$ cat config.mk
export PLATFORM = sky130hd
export DESIGN_NAME = ffr_regs
export DESIGN_NICKNAME = d
export VERILOG_FILES = /design/src/hdl/ffr_pkg.sv /design/src/hdl/ffr_regs.sv
export SDC_FILE = /design/constraint.sdc
export NUM_CORES = 1
export LEC_CHECK = 0
export BUFFER_PORTS_ARGS = -buffer_cell sky130_fd_sc_hd__clkbuf_2
export CORE_UTILIZATION = 49
export CTS_CLUSTER_DIAMETER = 30
export DETAILED_ROUTE_END_ITERATION = 12
export PLACE_DENSITY = 0.85
export SLEW_MARGIN = 20
export SYNTH_ARGS = -nofsm -noshare
export SYNTH_HDL_FRONTEND = slang
export SYNTH_SLANG_ARGS = --single-unit
$ cat constraint.sdc
create_clock -name i_mclk -period 1.95 [get_ports i_mclk]
set_input_delay 0.195 -clock i_mclk [delete_from_list [all_inputs] [get_ports i_mclk]]
set_output_delay 0.195 -clock i_mclk [all_outputs]
set_load 0.01 [all_outputs]
$ cat src/hdl/ffr_pkg.sv
// constants and types for the flash function and read parameter registers
package ffr_pkg;
   // command opcodes
   localparam logic [7:0] FFR_OP_SET_RP_NV = 8'h65;
   localparam logic [7:0] FFR_OP_SET_RP_V0 = 8'hc0;
   localparam logic [7:0] FFR_OP_SET_RP_V1 = 8'h63;
   // local opcodes, values arbitrary
   localparam logic [7:0] FFR_OP_RD_FUNC = 8'ha1;
   localparam logic [7:0] FFR_OP_RD_RP = 8'ha2;
   localparam logic [7:0] FFR_OP_WR_FUNC = 8'ha3;
   // read parameter reset value
   localparam logic [7:0] FFR_RP_RESET = 8'h00;
   localparam logic [7:0] FFR_FUNC_RESET = 8'h00;
   // default dummy counts
   localparam logic [3:0] FFR_DUMMY_8 = 4'h8;
   localparam logic [3:0] FFR_DUMMY_6 = 4'h6;
   localparam logic [3:0] FFR_DUMMY_4 = 4'h4;
   localparam logic [3:0] FFR_DUMMY_USE_DEFAULT = 4'h0;
   // burst lengths in bytes
   localparam logic [6:0] FFR_BURST_8 = 7'h08;
   localparam logic [6:0] FFR_BURST_16 = 7'h10;
   localparam logic [6:0] FFR_BURST_32 = 7'h20;
   localparam logic [6:0] FFR_BURST_64 = 7'h40;
   localparam logic [2:0] FFR_BIT_LAST = 3'h7;
   localparam int FFR_ADDR_W = 24;

   typedef struct packed {
      logic pin_function_select;
      logic [3:0] dummy;
      logic wrap_boundary_select;
      logic burst_len_hi;
      logic burst_len_lo;
   } ffr_read_params_t;

   typedef struct packed {
      logic info_row3_lock;
      logic info_row2_lock;
      logic info_row1_lock;
      logic info_row0_lock;
      logic erase_suspended_flag;
      logic program_suspended_flag;
      logic protect_area_side_select;
      logic restart_pin_disable;
   } ffr_func_t;

   typedef enum logic [2:0] {
      ffr_rc_fast_spi, ffr_rc_fast_qpi, ffr_rc_dual_out,
      ffr_rc_dual_io, ffr_rc_quad_out, ffr_rc_quad_io
   } ffr_read_class_t;

   typedef enum logic [1:0] {
      ffr_pin_pause, ffr_pin_restart, ffr_pin_data_line_three
   } ffr_pin_mode_t;
endpackage

$ cat src/hdl/ffr_regs.sv
// function and read parameter registers with serial command front end
`timescale 1ns/1ps
module ffr_regs (
   input wire logic i_mclk,
   input wire logic i_reset_n,
   input wire logic i_sclk,
   input wire logic i_cs_n,
   input wire logic i_si,
   output logic o_so,
   output logic o_so_oe,
   input wire logic i_pkg_has_dedicated_reset,
   input wire logic i_quad_lane_enable,
   input wire logic i_four_wire_command_mode,
   input wire logic i_suspend_cmd,
   input wire logic i_resume_cmd,
   input wire logic i_program_busy,
   input wire logic i_erase_busy,
   input wire logic i_row_prog_req,
   input wire logic [1:0] i_row_sel,
   input wire ffr_pkg::ffr_read_class_t i_read_class,
   input wire logic i_read_load,
   input wire logic i_read_step,
   input wire logic [ffr_pkg::FFR_ADDR_W-1:0] i_read_start,
   output ffr_pkg::ffr_func_t o_func,
   output ffr_pkg::ffr_read_params_t o_read_params_nv,
   output ffr_pkg::ffr_read_params_t o_read_params,
   output ffr_pkg::ffr_pin_mode_t o_shared_pin_mode,
   output logic o_wp_pin_is_data2,
   output logic o_dedicated_reset_enable,
   output logic o_protect_at_bottom,
   output logic o_row_prog_allow,
   output logic [3:0] o_dummy_cycles,
   output logic [6:0] o_burst_bytes,
   output logic [ffr_pkg::FFR_ADDR_W-1:0] o_read_addr
);
   import ffr_pkg::*;

   typedef enum logic [1:0] {st_opcode, st_data_in, st_data_out, st_ignore} ffr_state_t;

   logic [2:0] sclk_sync, cs_sync, si_sync;
   logic sclk_rise, sclk_fall, cs_idle, si_bit;
   ffr_state_t state;
   logic [2:0] bit_cnt;
   logic [7:0] sh_in, sh_out, opcode;
   logic byte_done, wr_nv, wr_v, wr_func;
   logic init_done;
   ffr_func_t func;
   ffr_read_params_t rp_nv, rp_v;
   logic [7:0] rx_byte;
   logic [ffr_pkg::FFR_ADDR_W-1:0] next_addr;
   logic [5:0] win_mask;

   // default dummy count per read command
   function automatic logic [3:0] ffr_default_dummy(input ffr_read_class_t rc);
      case (rc)
         ffr_rc_fast_qpi, ffr_rc_quad_io: ffr_default_dummy = FFR_DUMMY_6;
         ffr_rc_dual_io: ffr_default_dummy = FFR_DUMMY_4;
         default: ffr_default_dummy = FFR_DUMMY_8;
      endcase
   endfunction

   // burst code to byte count, window mask derived from it below
   function automatic logic [6:0] ffr_burst(input logic [1:0] code);
      case (code)
         2'h0: ffr_burst = FFR_BURST_8;
         2'h1: ffr_burst = FFR_BURST_16;
         2'h2: ffr_burst = FFR_BURST_32;
         default: ffr_burst = FFR_BURST_64;
      endcase
   endfunction

   // two-stage synchronisers, third stage only for edge finding
   always_ff @(posedge i_mclk or negedge i_reset_n) begin
      if (!i_reset_n) begin
         sclk_sync <= 3'h0;
         cs_sync <= 3'h7;
         si_sync <= 3'h0;
      end else begin
         sclk_sync <= {sclk_sync[1:0], i_sclk};
         cs_sync <= {cs_sync[1:0], i_cs_n};
         si_sync <= {si_sync[1:0], i_si};
      end
   end

   assign sclk_rise = sclk_sync[1] & ~sclk_sync[2];
   assign sclk_fall = ~sclk_sync[1] & sclk_sync[2];
   assign cs_idle = cs_sync[1];
   assign si_bit = si_sync[1];
   assign rx_byte = {sh_in[6:0], si_bit};
   assign byte_done = !cs_idle && sclk_rise && bit_cnt == FFR_BIT_LAST;
   assign wr_nv = byte_done && state == st_data_in && opcode == FFR_OP_SET_RP_NV;
   assign wr_v = byte_done && state == st_data_in &&
      (opcode == FFR_OP_SET_RP_V0 || opcode == FFR_OP_SET_RP_V1);
   assign wr_func = byte_done && state == st_data_in && opcode == FFR_OP_WR_FUNC;

   // command sequencer on sampled serial clock edges
   always_ff @(posedge i_mclk or negedge i_reset_n) begin
      if (!i_reset_n) begin
         state <= st_opcode;
         bit_cnt <= 3'h0;
         sh_in <= 8'h00;
         opcode <= 8'h00;
      end else if (cs_idle) begin
         state <= st_opcode;
         bit_cnt <= 3'h0;
      end else if (sclk_rise) begin
         sh_in <= rx_byte;
         bit_cnt <= bit_cnt + 3'h1;
         if (bit_cnt == FFR_BIT_LAST) begin
            case (state)
               st_opcode: begin
                  opcode <= rx_byte;
                  if (rx_byte == FFR_OP_RD_FUNC || rx_byte == FFR_OP_RD_RP)
                     state <= st_data_out;
                  else if (rx_byte == FFR_OP_SET_RP_NV || rx_byte == FFR_OP_SET_RP_V0 ||
                           rx_byte == FFR_OP_SET_RP_V1 || rx_byte == FFR_OP_WR_FUNC)
                     state <= st_data_in;
                  else
                     state <= st_ignore;
               end
               st_data_in: state <= st_ignore;
               st_data_out: state <= st_data_out;
               default: state <= st_ignore;
            endcase
         end
      end
   end

   // read data shifted out on falling edges, register repeats
   always_ff @(posedge i_mclk or negedge i_reset_n) begin
      if (!i_reset_n) begin
         sh_out <= 8'h00;
         o_so <= 1'b0;
         o_so_oe <= 1'b0;
      end else if (cs_idle) begin
         o_so_oe <= 1'b0;
      end else if (state == st_opcode && byte_done) begin
         sh_out <= (rx_byte == FFR_OP_RD_FUNC) ? func : rp_v;
      end else if (state == st_data_out && sclk_fall) begin
         o_so <= sh_out[7];
         o_so_oe <= 1'b1;
         sh_out <= {sh_out[6:0], sh_out[7]};
      end
   end

   // function register: one-time bits only set, suspend flags volatile
   always_ff @(posedge i_mclk or negedge i_reset_n) begin
      if (!i_reset_n) begin
         func <= FFR_FUNC_RESET;
      end else begin
         // package without dedicated pin reads disabled from the start
         if (!init_done && !i_pkg_has_dedicated_reset)
            func.restart_pin_disable <= 1'b1;
         if (wr_func) begin
            func.restart_pin_disable <= func.restart_pin_disable | rx_byte[0];
            func.protect_area_side_select <= func.protect_area_side_select | rx_byte[1];
            {func.info_row3_lock, func.info_row2_lock, func.info_row1_lock,
             func.info_row0_lock} <= {func.info_row3_lock, func.info_row2_lock,
             func.info_row1_lock, func.info_row0_lock} | rx_byte[7:4];
         end
         // program suspend, set wins over resume
         if (i_suspend_cmd && i_program_busy)
            func.program_suspended_flag <= 1'b1;
         else if (i_resume_cmd)
            func.program_suspended_flag <= 1'b0;
         // erase suspend, set wins over resume
         if (i_suspend_cmd && i_erase_busy)
            func.erase_suspended_flag <= 1'b1;
         else if (i_resume_cmd)
            func.erase_suspended_flag <= 1'b0;
      end
   end

   // read parameter pair, volatile loaded once after reset release
   always_ff @(posedge i_mclk or negedge i_reset_n) begin
      if (!i_reset_n) begin
         rp_nv <= FFR_RP_RESET;
         rp_v <= FFR_RP_RESET;
         init_done <= 1'b0;
      end else begin
         init_done <= 1'b1;
         if (!init_done)
            rp_v <= rp_nv;
         else if (wr_v)
            rp_v <= rx_byte;
         if (wr_nv)
            rp_nv <= rx_byte;
      end
   end

   // wrap window of the current burst
   assign win_mask = 6'(ffr_burst({rp_v.burst_len_hi, rp_v.burst_len_lo}) - 7'h01);
   // step inside aligned window or across whole array
   always_comb begin
      next_addr = o_read_addr + 24'h000001;
      // wrap only when bit 2 is set
      if (rp_v.wrap_boundary_select)
         next_addr = {o_read_addr[FFR_ADDR_W-1:6],
            (o_read_addr[5:0] & ~win_mask) | ((o_read_addr[5:0] + 6'h01) & win_mask)};
   end

   // read address counter
   always_ff @(posedge i_mclk or negedge i_reset_n) begin
      if (!i_reset_n)
         o_read_addr <= '0;
      else if (i_read_load)
         o_read_addr <= i_read_start;
      else if (i_read_step)
         o_read_addr <= next_addr;
   end

   // registered decoded outputs
   always_ff @(posedge i_mclk or negedge i_reset_n) begin
      if (!i_reset_n) begin
         o_func <= FFR_FUNC_RESET;
         o_read_params_nv <= FFR_RP_RESET;
         o_read_params <= FFR_RP_RESET;
         o_shared_pin_mode <= ffr_pin_pause;
         o_wp_pin_is_data2 <= 1'b0;
         o_dedicated_reset_enable <= 1'b0;
         o_protect_at_bottom <= 1'b0;
         o_row_prog_allow <= 1'b0;
         o_dummy_cycles <= FFR_DUMMY_8;
         o_burst_bytes <= FFR_BURST_8;
      end else begin
         o_func <= func;
         o_read_params_nv <= rp_nv;
         o_read_params <= rp_v;
         // quad enable turns control pins to data
         o_wp_pin_is_data2 <= i_quad_lane_enable;
         o_dedicated_reset_enable <= i_pkg_has_dedicated_reset & ~func.restart_pin_disable;
         o_protect_at_bottom <= func.protect_area_side_select;
         o_row_prog_allow <= i_row_prog_req & ~func[4 + 32'(i_row_sel)];
         if (i_quad_lane_enable || i_four_wire_command_mode)
            o_shared_pin_mode <= ffr_pin_data_line_three;
         // dedicated pin still live forces pause
         else if (i_pkg_has_dedicated_reset && !func.restart_pin_disable)
            o_shared_pin_mode <= ffr_pin_pause;
         else
            o_shared_pin_mode <= rp_v.pin_function_select ? ffr_pin_restart : ffr_pin_pause;
         // programmed dummy count, default when zero
         o_dummy_cycles <= (rp_v.dummy == FFR_DUMMY_USE_DEFAULT) ?
            ffr_default_dummy(i_read_class) : rp_v.dummy;
         o_burst_bytes <= ffr_burst({rp_v.burst_len_hi, rp_v.burst_len_lo});
      end
   end

   a_restart_disable_sticky: assert property (@(posedge i_mclk) disable iff (!i_reset_n)
      func.restart_pin_disable |=> func.restart_pin_disable) else $error("disable bit cleared");
   a_side_select_sticky: assert property (@(posedge i_mclk) disable iff (!i_reset_n)
      o_protect_at_bottom |=> o_protect_at_bottom) else $error("bottom reverted to top");
   a_row_lock_sticky: assert property (@(posedge i_mclk) disable iff (!i_reset_n)
      $fell(func.info_row0_lock) == 1'b0) else $error("row lock cleared");
   a_prog_susp_set: assert property (@(posedge i_mclk) disable iff (!i_reset_n)
      i_suspend_cmd && i_program_busy |=> ##1 o_func.program_suspended_flag)
      else $error("program suspend flag not set");
   a_erase_susp_clear: assert property (@(posedge i_mclk) disable iff (!i_reset_n)
      i_resume_cmd && !i_suspend_cmd |=> ##1 !o_func.erase_suspended_flag)
      else $error("erase suspend flag not cleared");
   a_row_block_prog: assert property (@(posedge i_mclk) disable iff (!i_reset_n)
      i_row_prog_req && func[4 + 32'(i_row_sel)] |=> !o_row_prog_allow)
      else $error("locked row allowed");
   a_nv_untouched: assert property (@(posedge i_mclk) disable iff (!i_reset_n)
      wr_v |=> $stable(rp_nv)) else $error("volatile write changed stored copy");
   a_data3_pin: assert property (@(posedge i_mclk) disable iff (!i_reset_n)
      i_quad_lane_enable |=> o_shared_pin_mode == ffr_pin_data_line_three)
      else $error("shared pin not data line");
   a_pause_forced: assert property (@(posedge i_mclk) disable iff (!i_reset_n)
      !i_quad_lane_enable && !i_four_wire_command_mode && i_pkg_has_dedicated_reset &&
      !func.restart_pin_disable |=> o_shared_pin_mode == ffr_pin_pause)
      else $error("pause not forced");
   a_dummy_dual_io: assert property (@(posedge i_mclk) disable iff (!i_reset_n)
      rp_v.dummy == 4'h0 && i_read_class == ffr_rc_dual_io |=> o_dummy_cycles == 4'h4)
      else $error("dual io default dummy wrong");
   a_wrap_in_window: assert property (@(posedge i_mclk) disable iff (!i_reset_n)
      i_read_step && !i_read_load && rp_v.wrap_boundary_select |=>
      o_read_addr[FFR_ADDR_W-1:6] == $past(o_read_addr[FFR_ADDR_W-1:6]) &&
      (o_read_addr[FFR_ADDR_W-1:3] == $past(o_read_addr[FFR_ADDR_W-1:3]) ||
      {rp_v.burst_len_hi, rp_v.burst_len_lo} != 2'h0)) else $error("wrap left window");
endmodule

* Word-level counts from Yosys, hierarchy flattened
Index checks and enable logic that the tools add are counted.
Storage, ports and cells: input port bits 44, output and inout port bits 67, bits in registers 126, word-level logic and storage cells 172
Operators by class: $lt $le $gt $ge 1, equality and inequality tests 21, bitwise logic cells 17, mux-type cells 32, $add $sub $neg 5, reduce and logical (&&, ||, !) cells 41
Operators by type and width (count):
- 24-bit 2-to-1 mux | 3
- 8-bit equality test (second input constant) | 6
- 8-bit 2-to-1 mux | 5
- 8-bit by 7-bit equality test with 1-bit output (second input constant) | 4
- 24-bit by 1-bit adder with 24-bit output (second input constant) | 1
- 7-bit case mux with 3 select lines | 1
- 2-bit nonzero test | 8
- 2-bit 2-to-1 mux | 7
- 6-bit bitwise AND | 2
- 1-bit logical AND | 12
- 1-bit 2-to-1 mux | 10
- 2-bit AND reduction | 5
- 4-bit case mux with 2 select lines | 1
- 6-bit by 1-bit adder with 6-bit output (second input constant) | 1
- 3-bit equality test (second input constant) | 2
- 1-bit logical OR | 6
- 3-bit 2-to-1 mux | 2
- 2-bit inequality test (second input constant) | 3
- 1-bit NOT | 6
- 6-bit NOT | 1
- 6-bit bitwise OR | 1
- 6-bit by 1-bit subtractor with 6-bit output (second input constant) | 1
- 3-bit by 2-bit adder with 4-bit output (first input constant) | 1
- 1-bit bitwise AND | 4
- other kinds (17) | 24

* Depth between registers and ports, before layout
depth after elaboration 10, mapped depth 8, mapped depth without buffers 6

* Worst setup path before layout
Ideal clock, no wire load.
path type register to register, start register bit_cnt[0], end register opcode[2], path slack 0.048 ns, setup time 0.125 ns, arrival time 1.778 ns, clock period less this slack 1.902 ns, stages on the path, launching flop included 8, buffers on the path 2, required time 1.825 ns, cell sequence dfrtp_1 ha_1 ha_1 and4bb_1 buf_2 nand2_1 buf_2 mux2_2
Between the ends: word-level cells in the longest chain between the ends 2
RTL lines:
- start: declaration | line ffr_regs.sv:43 | logic [2:0] bit_cnt;
- start signal: assignment | line ffr_regs.sv:108 | bit_cnt <= bit_cnt + 3'h1;
- 3-bit equality test | line ffr_regs.sv:109 | if (bit_cnt == FFR_BIT_LAST) begin
- 4-bit AND reduction (no line)
- end signal: assignment | line ffr_regs.sv:112 | opcode <= rx_byte;
- end: declaration | line ffr_regs.sv:44 | logic [7:0] sh_in, sh_out, opcode;
No other way between the ends. A chain may end at the register's enable or synchronous reset.

* Worst setup path after layout
start register bit_cnt[0], end register func[0] (netlist name)
Between the ends: word-level cells in the longest chain between the ends 5, elaborated cells between the ends (all ways) 6, those cells by class 1 x eq/ne; 1 x mux; 4 x reduce/logical
RTL lines:
- 3-bit equality test (*) | line ffr_regs.sv:90 | assign byte_done = !cs_idle && sclk_rise && bit_cnt == FFR_BIT_LAST;
- 1-bit logical AND (*) | line ffr_regs.sv:90
- 1-bit logical AND (*) (2 in series) | line ffr_regs.sv:94 | assign wr_func = byte_done && state == st_data_in && opcode == FFR_OP_WR_FUNC;
- 1-bit 2-to-1 mux or 2-bit nonzero test (tied branches)
- end: declaration | line ffr_regs.sv:47 | ffr_func_t func;
Mark *: on every way between the ends. The rest lies on a longest branch, timed or not.

==> qor.txt <==
Max Root-Sink Buffers -> 2
CTS Root Cell -> clkbuf_8
largest family of logic cells by synthesized area -> simple AND/OR/NAND/NOR gates
initial DRC count -> 319
DR top layer -> met4
ant diodes -> 0
height of the chip -> 105 um
EDFF count, synth -> 0
register area share after synthesis -> 59.0%
critical path capture point type -> flop
Setup-failing EPs final -> 0
nets@finish -> 631
Adder-Cell Fraction of Synth Area -> 0.718%
Residual DRC -> 0
P&R area growth vs syn -> 33.9%
total net switching power -> 0.00186 W
Synth Area in Compound Gates -> 8.83%
flops & latches, synth -> 123
Num Clock Sinks -> 123
die width -> 105 um
CP Max Fanout -> 7
Simple-Gate Fraction of Synth Area -> 14.6%
Hold Fails Final Rpt -> 0
pwr dens -> 1060 nW/um^2
Synth Warn # -> 0
ys flop type -> dfrtp_1
CP Launch Point -> bit_cnt[0]
Boundary Pins -> 111
met3 wire len -> 613 um
share of layout cells above drive strength 1 -> 36.9%
die footprint -> 11100 um^2
worst path required time -> 2.34 ns
routed via count -> 4201
Final Non-Filler Cells -> 732
Comb power frac -> 13.2%
First-pass DRT Iterations -> 5
Metal-1 WL -> 5370 um
Routed WL -> 13500 um
hold wc startpoint -> i_read_start[18]
Initial Util -> 50.6%
RePlAce Congestion -> 0.900
power share of the clock group -> 44.7%
placed cell count -> 660
WS Path Type -> flop to flop
first-pass GRT wire length -> 22000 um
dpl cell area -> 5950 um^2
Worst-path clk slew -> 0.06 ns
switching share of power -> 25.1%
clk_lat worst skew -> 0.52 ns
DR WL/cell -> 18.4 um
row cnt -> 37
Power, Total -> 0.00739 W
post-route cell area -> 7000 um^2
post-route minimum period -> 1.89 ns
maximum vdd ir drop -> 0.639 mV
largest net degree at the start of global routing -> 44
Synth Area in XOR/XNOR -> 2.35%
total CTS buffers -> 17
DR WL met2 -> 6850 um
Mapped Avg Cell Area -> 12.4 um^2
post-synthesis mux area share -> 11.3%
CTS tree -> built
HPWL after DPL -> 8200 um
max_slew headroom -> 63.1%
Final ANT Viol Nets -> 0
final core occ -> 67.8%
worst slew pin tran -> 0.554 ns
min-delay worst type -> primary input to flop
Worst Path Arrival -> 2.28 ns
Clock Skew -> 0.0106 ns
Overflow after GRT -> 0
Cells after Synth -> 422
drt via density -> 5.74
sequential power share -> 42.1%
htree depth -> 4
Max Slew Vio Count -> 0
antenna violations before repair -> 0
worst reg2reg startpoint -> bit_cnt[0]
maxcap violations -> 0
core area -> 10300 um^2
# port buffers -> 107
Max Clock Freq -> 530 MHz
Yosys top cell area share -> 57.0%
Internal -> 0.00554 W
most area-consuming cells after synthesis -> dfrtp_1 57%, mux2_2 8.2%, o21ai_0 2.6%
Final Cycle Share -> 96.8%
Cell variety after synth -> 60
gr usage total -> 25.9%
post-synth top area cell -> dfrtp_1
Synth async-reset ratio -> 100%
TNS Setup -> 0 ns
total leakage power -> 3.46 nW
crit start category -> flop
vias in the first global route -> 4320
mapped cell area -> 5230 um^2
status -> completed
## metal layers
metal  vias to the layer above  GRT usage, %
met3                        63          6.99
met5                         -             0
li1                       1855             -
met4                         0          14.2
met2                       187          42.8
met1                      2096          30.7
## worst paths after layout
kind,slack [ns],depth (start not counted),end
worst max-delay path,0.06,6,func[0]
worst min-delay path,0.01,3,o_read_addr[18]
worst max register to register,0.06,6,func[0]
worst min register to register,0.35,0,sclk_sync[1]
max in group asynchronous,1.02,3,sh_in[6]
min in group asynchronous,0.21,2,o_read_params[1]
## power groups by stage
stage          logic (W)  clock network, W  registers, W
5_1_grt          0.00107           0.00346       0.00314
3_5_place_dp    0.000878                 0       0.00314
6_report        0.000978           0.00330       0.00311
2_1_floorplan   0.000418                 0       0.00313
4_1_cts         0.000958           0.00333       0.00310
3_3_place_gp    0.000845                 0       0.00312
## per-stage QoR
stage | worst slack (ns) | hold WS (ns)
after detailed placement | 0.0473 | 0.224
final | 0.0624 | 0.00999
after global placement | 0.123 | 0.202
after global routing | -0.00366 | 0.0173
after floorplan | 0.0475 | -0.101
after CTS | 0.0166 | 0.00245
## synthesized netlist by cell type (2+ instances only)
cell type / count
dfrtp_1: 119
mux2_2: 38
nand2_1: 30
o21ai_0: 27
nor2_1: 19
mux2i_1: 13
nand3_1: 12
clkbuf_1: 11
a22oi_1: 9
a31oi_1: 9
inv_1: 8
xor2_1: 8
a21o_1: 7
nor2b_1: 7
buf_4: 6
nand4_1: 6
or4_1: 6
xnor2_1: 6
and4_1: 4
buf_2: 4
dfstp_2: 4
nor3_1: 4
o31ai_1: 4
or3_1: 4
a21oi_1: 3
and2_1: 3
ha_1: 3
nor4bb_1: 3
o211ai_1: 3
a31o_2: 2
and3_1: 2
and4b_1: 2
conb_1: 2
nand2b_1: 2
nand4_2: 2
nand4_4: 2
nand4b_1: 2
nor4_1: 2
nor4b_1: 2
o21ai_1: 2
## layout by cell type (no fill, tap or decap), types with 6 or more instances in the layout
cell and count:
dfrtp_1 117, inv_1 8, buf_4 18, or4_1 6, xor2_1 8, nor2b_1 7
dlygate4sd3_1 38, nand4_1 6, a22oi_1 9, xnor2_1 6, nand2_1 28, a21o_1 7
a31oi_1 9, o21ai_0 27, clkbuf_16 16, mux2i_1 13, nand3_1 12, mux2_2 38
nor2_1 19, clkbuf_8 6, clkbuf_2 106
## kinds of logic after synthesis
family,Yosys count
buffers and inverters,31
adders and majority gates,3
DFF,123
AOI/OAI and AO/OA,72
and+or+nand+nor,124
other,2
xor gates and xnor gates,14
muxes,53
## worst max-delay path, cell delays in order, from the launching register on
cell	delay, ns
dfrtp_1	0.36
ha_2	0.18
ha_2	0.19
and4bb_4	0.30
and4_2	0.33
nor3_1	0.09
a211o_1	0.31
## sequential cells by signal, indices dropped and copies added, names as in the netlist, 4 cells and up, named ones only
signal	count
sh_in	7
o_func	7
func	8
rp_nv	8
o_read_params	8
rp_v	8
o_burst_bytes	4
o_dummy_cycles	4
opcode	8
o_read_params_nv	8
o_read_addr	21
sh_out	8
## area by class of cell
type | instances | area [um^2]
Inverter | 8 | 30.0
Multi-Input combinational cell | 270 | 2010
Sequential cell | 123 | 3090
Fill cell | 657 | 3320
Timing Repair Buffer | 164 | 1080
Clock buffer | 25 | 494
Clock inverter | 6 | 133
Tap cell | 136 | 170
## repair_timing
item,in CTS,in global routing
hold endpoints to repair,70,0
setup endpoints to repair,7,12
setup buffers,0,3
resized for setup,2,10
hold buffers,38,0
No activity file was read; power rests on OpenSTA's default activity.
